### src/desc_decode_map.svh
// Bit positions, codes and timing constants of the interrupt transfer descriptor
`ifndef DESC_DECODE_MAP_SVH
`define DESC_DECODE_MAP_SVH
`define DESC_VALID_BIT     0
`define DESC_BYTES_LSB     3
`define DESC_BYTES_MSB     17
`define DESC_MAXLEN_LSB    18
`define DESC_MAXLEN_MSB    28
`define DESC_EP_LOW_BIT    31
`define DESC_EP_HIGH_LSB   32
`define DESC_EP_HIGH_MSB   34
`define DESC_ADDR_LSB      35
`define DESC_ADDR_MSB      41
`define DESC_TOKEN_LSB     42
`define DESC_TOKEN_MSB     43
`define DESC_KIND_LSB      44
`define DESC_KIND_MSB      45
`define DESC_SPLIT_BIT     46
`define DESC_SPEED_LSB     48
`define DESC_SPEED_MSB     49
`define TOKEN_CODE_OUT     2'h0
`define TOKEN_CODE_IN      2'h1
`define KIND_CODE_INTR     2'h3
`define SPEED_CODE_LOW     2'h2
`define SPEED_CODE_FULL    2'h0
`define RETRY_NONE         2'h0
`define FSLS_MAX_PKT       11'h040
`define XFER_MAX_BYTES     15'h1000
`define POLL_B_MIN         4'h4
`define UFRAME_NS          125000
`define CLK_PERIOD_NS      10
`define UFRAME_CYCLES      (`UFRAME_NS / `CLK_PERIOD_NS)
`endif

### src/desc_decode_pkg.sv
// Types shared by the descriptor decoder
package desc_decode_pkg;
   typedef enum logic [1:0] {TOKEN_OUT = 2'h0, TOKEN_IN = 2'h1, TOKEN_BAD = 2'h3} token_type;
   typedef enum logic [1:0] {SPEED_HIGH = 2'h0, SPEED_FULL = 2'h1, SPEED_LOW = 2'h2, SPEED_BAD = 2'h3} speed_type;
   typedef enum logic [3:0] {ST_IDLE = 4'h1, ST_WAIT = 4'h2, ST_ISSUE = 4'h4, ST_BUSY = 4'h8} state_type;
   typedef struct packed {
      logic        split;
      logic [1:0]  endpoint_kind;
      logic [1:0]  token_code;
      logic [1:0]  split_speed_code;
      logic [6:0]  function_addr;
      logic [3:0]  endpoint_number;
      logic [10:0] max_packet_len;
      logic [14:0] transfer_byte_count;
   } desc_fields_type;
endpackage

### src/interrupt_split_descriptor_decode.sv
// Decoder and scheduler for the lower word of an interrupt transfer descriptor
// What this block does
// - Split bit 46 selects split or high-speed
// - Token 00 OUT, 01 IN; kind 11 interrupt
// - Function address from bits 41 to 35
// - Endpoint number from bits 34:32 and 31
// - Max packet bits 28:18, FS/LS at most 64
// - Byte count bits 17:3, at most 4 kB
// - Hardware clears valid on completion or fatal error
// - Poll period is 2^(b-1) microframes
// - Speed code ignored for high-speed transactions
// - Active loaded from active_in; hardware clears it with valid at end
// - Retry counter decrements on each transaction error; an error at zero ends the transfer
`include "desc_decode_map.svh"
module interrupt_split_descriptor_decode
   import desc_decode_pkg::*;
#(
   parameter int UFRAME_CYCLES = `UFRAME_CYCLES
)(
   input  wire logic            sys_clk,
   input  wire logic            rst_n,
   input  wire logic            desc_load,
   input  wire logic [63:0]     desc_word,
   input  wire logic [7:0]      uframe_code,
   input  wire logic            active_in,
   input  wire logic [1:0]      cerr_in,
   input  wire logic            txn_done,
   input  wire logic [14:0]     done_bytes,
   input  wire logic            txn_err,
   input  wire logic            fatal_err,
   output desc_fields_type      fields_q,
   output token_type            token_q,
   output speed_type            speed_q,
   output logic                 is_interrupt_q,
   output logic                 param_fault_q,
   output logic                 valid_q,
   output logic                 active_q,
   output logic [1:0]           retry_q,
   output logic [14:0]          bytes_left_q,
   output logic                 txn_start_q,
   output logic                 busy
);
   // Exponent b from the rate code; code 00000 means b = 4, one millisecond
   function automatic logic [3:0] poll_b(input logic [4:0] code);
      logic [3:0] b;
      b = `POLL_B_MIN;
      casez (code)
         5'b1????: b = 4'h9;
         5'b01???: b = 4'h8;
         5'b001??: b = 4'h7;
         5'b0001?: b = 4'h6;
         5'b00001: b = 4'h5;
         default:  b = `POLL_B_MIN;
      endcase
      return b;
   endfunction

   function automatic speed_type decode_speed(input logic split, input logic [1:0] code);
      speed_type s;
      s = SPEED_HIGH;
      if (split)
      begin
         if (code == `SPEED_CODE_LOW)
            s = SPEED_LOW;
         else if (code == `SPEED_CODE_FULL)
            s = SPEED_FULL;
         else
            s = SPEED_BAD;
      end
      return s;
   endfunction

   desc_fields_type fields_d;
   token_type       token_d;
   speed_type       speed_d;
   state_type       state_q, state_d;
   logic            is_interrupt_d, param_fault_d, valid_d, active_d, txn_start_d;
   logic [1:0]      retry_d;
   logic [14:0]     bytes_left_d;
   logic [8:0]      period_q, period_d, poll_q, poll_d;
   logic [15:0]     tick_cnt_q, tick_cnt_d;
   logic            uframe_tick;

   // Free-running microframe timebase; polling is aligned to it, not to the load
   assign uframe_tick = (tick_cnt_q == 16'(UFRAME_CYCLES - 1));
   assign busy        = (state_q != ST_IDLE);

   always_comb
   begin
      tick_cnt_d = uframe_tick ? 16'h0000 : tick_cnt_q + 16'h0001;
   end

   always_comb
   begin
      fields_d       = fields_q;
      token_d        = token_q;
      speed_d        = speed_q;
      is_interrupt_d = is_interrupt_q;
      param_fault_d  = param_fault_q;
      valid_d        = valid_q;
      active_d       = active_q;
      retry_d        = retry_q;
      bytes_left_d   = bytes_left_q;
      period_d       = period_q;
      poll_d         = poll_q;
      state_d        = state_q;
      txn_start_d    = 1'b0;
      unique case (state_q)
         ST_IDLE: ;
         ST_WAIT:
            if (uframe_tick)
            begin
               if (poll_q == period_q - 9'h001)
               begin
                  poll_d  = 9'h000;
                  state_d = ST_ISSUE;
               end
               else
                  poll_d = poll_q + 9'h001;
            end
         ST_ISSUE:
         begin
            txn_start_d = 1'b1;
            state_d     = ST_BUSY;
         end
         ST_BUSY:
            if (txn_done)
            begin
               bytes_left_d = (done_bytes >= bytes_left_q) ? 15'h0000 : bytes_left_q - done_bytes;
               if (done_bytes >= bytes_left_q)
               begin
                  valid_d  = 1'b0;
                  active_d = 1'b0;
                  state_d  = ST_IDLE;
               end
               else
                  state_d = ST_WAIT;
            end
            else if (txn_err)
            begin
               if (retry_q == `RETRY_NONE)
               begin
                  valid_d  = 1'b0;
                  active_d = 1'b0;
                  state_d  = ST_IDLE;
               end
               else
               begin
                  retry_d = retry_q - 2'h1;
                  state_d = ST_WAIT;
               end
            end
      endcase
      if (fatal_err)
      begin
         valid_d  = 1'b0;
         active_d = 1'b0;
         state_d  = ST_IDLE;
      end
      // A new load wins over any clear in the same cycle
      if (desc_load)
      begin
         fields_d.split               = desc_word[`DESC_SPLIT_BIT];
         fields_d.endpoint_kind       = desc_word[`DESC_KIND_MSB:`DESC_KIND_LSB];
         fields_d.token_code          = desc_word[`DESC_TOKEN_MSB:`DESC_TOKEN_LSB];
         fields_d.split_speed_code    = desc_word[`DESC_SPEED_MSB:`DESC_SPEED_LSB];
         fields_d.function_addr       = desc_word[`DESC_ADDR_MSB:`DESC_ADDR_LSB];
         fields_d.endpoint_number     = {desc_word[`DESC_EP_HIGH_MSB:`DESC_EP_HIGH_LSB],
                                         desc_word[`DESC_EP_LOW_BIT]};
         fields_d.max_packet_len      = desc_word[`DESC_MAXLEN_MSB:`DESC_MAXLEN_LSB];
         fields_d.transfer_byte_count = desc_word[`DESC_BYTES_MSB:`DESC_BYTES_LSB];
         token_d = (fields_d.token_code == `TOKEN_CODE_OUT) ? TOKEN_OUT :
                   (fields_d.token_code == `TOKEN_CODE_IN)  ? TOKEN_IN : TOKEN_BAD;
         is_interrupt_d = (fields_d.endpoint_kind == `KIND_CODE_INTR);
         speed_d = decode_speed(fields_d.split, fields_d.split_speed_code);
         // Software limits are flagged, not enforced; the transfer still runs
         param_fault_d = (fields_d.split && fields_d.max_packet_len > `FSLS_MAX_PKT)
                       || (fields_d.transfer_byte_count > `XFER_MAX_BYTES);
         period_d = 9'h001 << (poll_b(uframe_code[7:3]) - 4'h1);
         poll_d       = 9'h000;
         retry_d      = cerr_in;
         bytes_left_d = fields_d.transfer_byte_count;
         valid_d      = desc_word[`DESC_VALID_BIT];
         active_d     = active_in;
         state_d      = desc_word[`DESC_VALID_BIT] ? ST_WAIT : ST_IDLE;
      end
   end

   always_ff @(posedge sys_clk or negedge rst_n)
   begin
      if (!rst_n)
      begin
         tick_cnt_q     <= 16'h0000;
         fields_q       <= '0;
         token_q        <= TOKEN_OUT;
         speed_q        <= SPEED_HIGH;
         is_interrupt_q <= 1'b0;
         param_fault_q  <= 1'b0;
         valid_q        <= 1'b0;
         active_q       <= 1'b0;
         retry_q        <= 2'h0;
         bytes_left_q   <= 15'h0000;
         period_q       <= 9'h008;
         poll_q         <= 9'h000;
         state_q        <= ST_IDLE;
         txn_start_q    <= 1'b0;
      end
      else
      begin
         tick_cnt_q     <= tick_cnt_d;
         fields_q       <= fields_d;
         token_q        <= token_d;
         speed_q        <= speed_d;
         is_interrupt_q <= is_interrupt_d;
         param_fault_q  <= param_fault_d;
         valid_q        <= valid_d;
         active_q       <= active_d;
         retry_q        <= retry_d;
         bytes_left_q   <= bytes_left_d;
         period_q       <= period_d;
         poll_q         <= poll_d;
         state_q        <= state_d;
         txn_start_q    <= txn_start_d;
      end
   end
endmodule

### config.mk
export PLATFORM = sky130hd
export DESIGN_NAME = interrupt_split_descriptor_decode
export DESIGN_NICKNAME = d
export VERILOG_FILES = /design/src/desc_decode_pkg.sv /design/src/interrupt_split_descriptor_decode.sv
export VERILOG_INCLUDE_DIRS = /design/src
export SDC_FILE = /design/constraint.sdc
export NUM_CORES = 1
export LEC_CHECK = 0
export BUFFER_PORTS_ARGS = -buffer_cell sky130_fd_sc_hd__buf_2
export CORE_ASPECT_RATIO = 0.7
export CORE_UTILIZATION = 52
export DETAILED_ROUTE_END_ITERATION = 6
export PLACE_DENSITY = 0.85
export SLEW_MARGIN = 20
export SYNTH_ARGS = -nofsm -noshare
export SYNTH_HDL_FRONTEND = slang
export SYNTH_SLANG_ARGS = --single-unit
### constraint.sdc
create_clock -name sys_clk -period 2.9 [get_ports sys_clk]
set_input_delay 0.435 -clock sys_clk [delete_from_list [all_inputs] [get_ports sys_clk]]
set_output_delay 0.435 -clock sys_clk [all_outputs]
set_load 0.01 [all_outputs]
After elaboration in Yosys (flattened, before gate mapping) --
Index checks and enable logic that the tools add are counted.
Storage, ports and cells: input bits 96, word-level logic and storage cells 109, output and inout bits 71, register bits 108
Operators by class: add/subtract/negate cells 6, mux-type cells 40, reductions and logical operators 19, shifts and indexed selects 1, $lt $le $gt $ge 3, equal/unequal tests 19
Operator list (number):
- two-way mux 15 bit | 4
- two-way mux 9 bit | 4
- two-way mux 4 bit | 7
- two-way mux 2 bit | 13
- one-hot mux 4 bit (5 select lines) | 1
- adder 16 x 1 -> 16 bit, second input constant | 1
- == test 16 x 14 -> 1 bit, second input constant | 1
- two-way mux 16 bit | 1
- >= comparator 15 bit | 1
- > comparator 15 x 13 -> 1 bit, second input constant | 1
- subtractor 15 bit | 1
- one-hot mux 4 bit (3 select lines) | 1
- AND reduction 4 bit | 3
- > comparator 11 x 7 -> 1 bit, second input constant | 1
- nonzero test 2 bit | 5
- adder 9 x 1 -> 9 bit, second input constant | 1
- == test 9 bit | 1
- two-way mux 1 bit | 9
- left shift 1 x 4 -> 9 bit, first input constant | 1
- subtractor 9 x 1 -> 9 bit, second input constant | 1
- inequality test 4 bit, second input constant | 2
- nonzero test 4 bit | 2
- zero test 2 bit | 3
- == test 5 x 1 -> 1 bit, second input constant | 1
- 18 further kinds | 22

Longest topological paths before layout --
depth after elaboration 7, gate-level depth with buffers 11, mapped depth without buffers 11

Least setup slack after synthesis --
No wires, ideal clock.
path type input to register, start point in done_bytes[1], end point reg bytes_left_q[10], cell stages on the path 10, setup time 133 ps, setup slack 386 ps, data arrival time 2381 ps, path buffers 1, cell sequence inv_1 -> ha_1 -> nor2b_1 -> o31ai_1 -> a21oi_1 -> a2111oi_0 -> nor2_1 -> nand2_1 -> clkbuf_1 -> o21ai_0
Between the ends: longest elaborated chain between the ends 5, elaborated cells on any way between the ends 6, classes of those cells add/sub (1); order compare (1); mux (4)
Ends and longest elaborated chain:
- from (decl) | line interrupt_split_descriptor_decode.sv:28 | input wire logic [14:0] done_bytes,
- subtractor 15 bit / >= comparator 15 bit (equally long branches) | line interrupt_split_descriptor_decode.sv:129 | bytes_left_d = (done_bytes >= bytes_left_q) ? 15'h0000 : bytes_left_q - done_bytes;
- two-way mux 15 bit * | line interrupt_split_descriptor_decode.sv:129
- two-way mux 15 bit * | line interrupt_split_descriptor_decode.sv:127 | if (txn_done)
- two-way mux 15 bit * | line interrupt_split_descriptor_decode.sv:108 | unique case (state_q)
- two-way mux 15 bit * | line interrupt_split_descriptor_decode.sv:161 | if (desc_load)
- to (signal assigned) | line interrupt_split_descriptor_decode.sv:219 | bytes_left_q <= bytes_left_d;
- to (decl) | line interrupt_split_descriptor_decode.sv:39 | output logic [14:0] bytes_left_q,
Every way passes the cells marked *; elsewhere a longest branch is shown, timed or not. The select of a mux whose other input is x is not followed. A chain may end at the register's enable or synchronous reset.

Final worst setup path --
start point reg bytes_left_q[1], end point reg bytes_left_q[3]
Between the ends: longest elaborated chain between the ends 5, elaborated cells on any way between the ends 6, classes of those cells add/sub (1); order compare (1); mux (4)
Ends and longest elaborated chain (line):
- subtractor 15 bit / >= comparator 15 bit (equally long branches) | interrupt_split_descriptor_decode.sv:129
- two-way mux 15 bit * | interrupt_split_descriptor_decode.sv:129
- two-way mux 15 bit * | interrupt_split_descriptor_decode.sv:127
- two-way mux 15 bit * | interrupt_split_descriptor_decode.sv:108
- two-way mux 15 bit * | interrupt_split_descriptor_decode.sv:161
Marks and branches as above.

==> run_results.csv <==
group,metric,value,unit
run_status,status,"complete, no violations",
sta,setup_violations,0,
worst_setup_path,crit_slowest_cell,"a2111oi_0",
clock_tree,cts_buffers,9,
pwr,p_leak,3.30,nW
worst_setup_path,critPathBufInv,2,
clock_tree,insertion_delay,340,ps
floorplanning,fp.dieW,127,um
placement,io_buffers,144,
finish,drive_above_1_share,0.315,
grt,grtUsageTotal,0.265,
synth,yosys_warnings,0,
sta,rsz0062_at_grt,"no",
finish,n_fill_cell,792,
worst_setup_path,r2r_slack,170,ps
sta,drv_slew,0,
clock_tree,cts_hold_buf,0,
worst_setup_path,critPathRequiredTime,3110,ps
routing,vias,5069,
synth,ys_dominant_reg_cell,"dfrtp_1",
routing,wl_per_cell,17.0,um
floorplanning,start_util,0.545,
clock_tree,cts.sinks,108,
routing,routed_wl,14.7,mm
synth,seq_area_frac_synth,0.472,
clock_tree,cts_resized,0,
grt,grt.overflow.total,0,
synth,yosysMostFrequentCell,"dfrtp_1",
finish,nNetsFinal,832,
synth,async_flop_share,1.00,
worst_setup_path,timing.rr.end,"bytes_left_q[3]",
synth,synth_cells,567,
grt,antenna_found_initial,0,
synth,syn-cell-area,0.00573,mm2
sta,relSlewSlack,0.524,
synth,yosysTopAreaCell,"dfrtp_1",
worst_setup_path,crit_start,"bytes_left_q[1]",
floorplanning,fp-row-count,31,
routing,viasPerCell,5.84,
clock_tree,cts_buffer_depth,2,
placement,gp_congestion,0.873,
synth,synth_nets,684,
sta,fmax,0.366,GHz
floorplanning,core-area,0.0105,mm2
worst_hold_path,min_path_type,"in -> async",
pwr,power.density,564,mW/mm2
job,maxCapViolations,0,
worst_setup_path,cp_cell_sequence,"ha_1 > nor2b_1 > o31ai_1 > a21oi_1 > a2111oi_0 > buf_4 > nor2_1 > nand2_1 > buf_12 > o21ai_0",
sta,tightest_slew,704,ps
synth,synthTopCellsByCount,"dfrtp_1, mux2_2, o21ai_0",
worst_setup_path,critical_path.max_stage_delay,540,ps
floorplanning,io_pins,167,
worst_setup_path,critPathMaxFanout,15,
worst_setup_path,worstRegToRegCells,10,
clock_tree,cts_tree,"done",
synth,ys_types,56,
synth,synth_edf_count,0,
worst_setup_path,crit_family,"compound AO/OA/AOI/OAI gates",
worst_setup_path,crit_arrival,2940,ps
sta,finalClockSkew,9.87,ps
routing,dr.pass1.iters,5,
pwr,peakVddDrop,522,uV
sta,min_period,2730,ps
sta,finalCritPeriodShare,0.943,
synth,ys_seq_elements,108,
synth,yosysTopAreaCellShare,0.463,
worst_setup_path,r2r_start,"bytes_left_q[1]",
clock_tree,cts.htree.levels,3,
floorplanning,dieArea,0.0115,mm2
clock_tree,cts_setup_buffers,0,
finish,syn_to_final_growth,22.7,%
worst_setup_path,critical_path.endpoint_type,"register",
floorplanning,fp.dieH,89.8,um
synth,synthTopCellsByArea,"dfrtp_1, mux2_2, ha_1",
worst_setup_path,worstSetupStartpointType,"register",
grt,grt_max_degree,56,
clock_tree,clock-root-buffer,"clkbuf_16",
grt,grt_pass1_vias,5086,
synth,syn_avg_cell_area,10.1,um2
worst_setup_path,worstSetupPathType,"reg -> reg",
grt,grt_pass1_wl,24.2,mm
placement,dp_hpwl,10.7,mm
sta,setup_tns,0,ps
routing,remaining_drc_errors,0,
pwr,total_power,3.97,mW
routing,final_antenna_net_count,0,
routing,drtIter0Drc,366,
finish,diodes,0,
sta,hold_viol,0,
clock_tree,cts.reportedPaths.clkPinSlew,70,ps
## how the worst max path moves through the flow
stage | end | slack, ps | cells after the start
after detailed placement | bytes_left_q[14] | 70 | 11
final | bytes_left_q[3] | 170 | 10
after CTS | bytes_left_q[14] | 130 | 11
after global placement | bytes_left_q[14] | 90 | 11
after floorplan | bytes_left_q[10] | 390 | 10
after global routing | bytes_left_q[14] | 20 | 11
## worst reg2reg max path: stages, from the launching register on
cell and delay (ps):
dfrtp_1 440, ha_1 320, nor2b_1 150, o31ai_1 260
a21oi_1 210, a2111oi_0 540, buf_4 220, nor2_1 70
nand2_1 140, buf_12 150, o21ai_0 110
## power breakdown
part	total, mW	internal (mW)	switching [mW]	leakage, nW
combinational	0.910	0.407	0.503	1.81
clock	1.33	0.781	0.553	0.162
sequential	1.72	1.63	0.0960	1.33
## layout make-up
type	instances	area (um2)	area share
Timing Repair Buffer	159	876	0.124
Clock inverter	6	87.6	0.0124
Clock buffer	10	239	0.0340
Tap cell	148	185	0.0263
Sequential cell	108	2710	0.384
Inverter	38	143	0.0203
Multi-Input combinational cell	399	2800	0.398
## sequential cells by signal (all words and copies together) (netlist names)
| name | cells |
|---|---|
| token_q | 2 |
| tick_cnt_q | 16 |
| active_q | 1 |
| param_fault_q | 1 |
| poll_q | 9 |
| is_interrupt_q | 1 |
| speed_q | 2 |
| state_q | 4 |
| period_q | 9 |
| valid_q | 1 |
| retry_q | 2 |
| fields_q | 44 |
| bytes_left_q | 15 |
| txn_start_q | 1 |
## layout by cell type, fill, tap and decap left out, drive strengths merged, types with 7 or more instances in the layout
cell type,count
nand4,7
o21ai,43
inv,38
nor2,41
dfrtp,106
a21oi,19
xnor2,21
mux2,44
nand3b,11
nand2,36
clkbuf,10
ha,20
o22ai,7
nor4,8
xor2,16
nand3,20
nor3,13
buf,159
and3,7
a22oi,19
## per-layer routing
metal / vias to the layer above / global-route usage / share of wire
li1: 2327 / - / -
met1: 2457 / 0.358 / 0.43
met2: 257 / 0.428 / 0.47
met3: 28 / 0.0667 / 0.083
met4: 0 / 0.0625 / 0.015
met5: - / 0 / 0
## logic make-up after synthesis
group,Yosys count,share of synthesized area
AND/OR/NAND/NOR,171,0.158
AO/OA/AOI/OAI,125,0.137
flip-flops,108,0.472
buffers and inverters,60,0.0408
multiplexers,45,0.0882
XOR/XNOR,37,0.0565
adder cells (fa/ha/maj),21,0.0472
## through the flow
stage / util / hold slack [ps] / area, um2 / worst slack [ps] / std cells
4_1_cts: 0.669 / 45.4 / 7030 / 134 / 868
6_report: 0.669 / 32.2 / 7040 / 167 / 868
2_1_floorplan: - / 139 / 5730 / 386 / 567
3_3_place_gp: 0.638 / 401 / 6700 / 90.2 / 852
3_5_place_dp: 0.638 / 415 / 6700 / 74.6 / 852
5_1_grt: 0.669 / 65.1 / 7040 / 18.5 / 868
(Power assumes the default switching activity.)
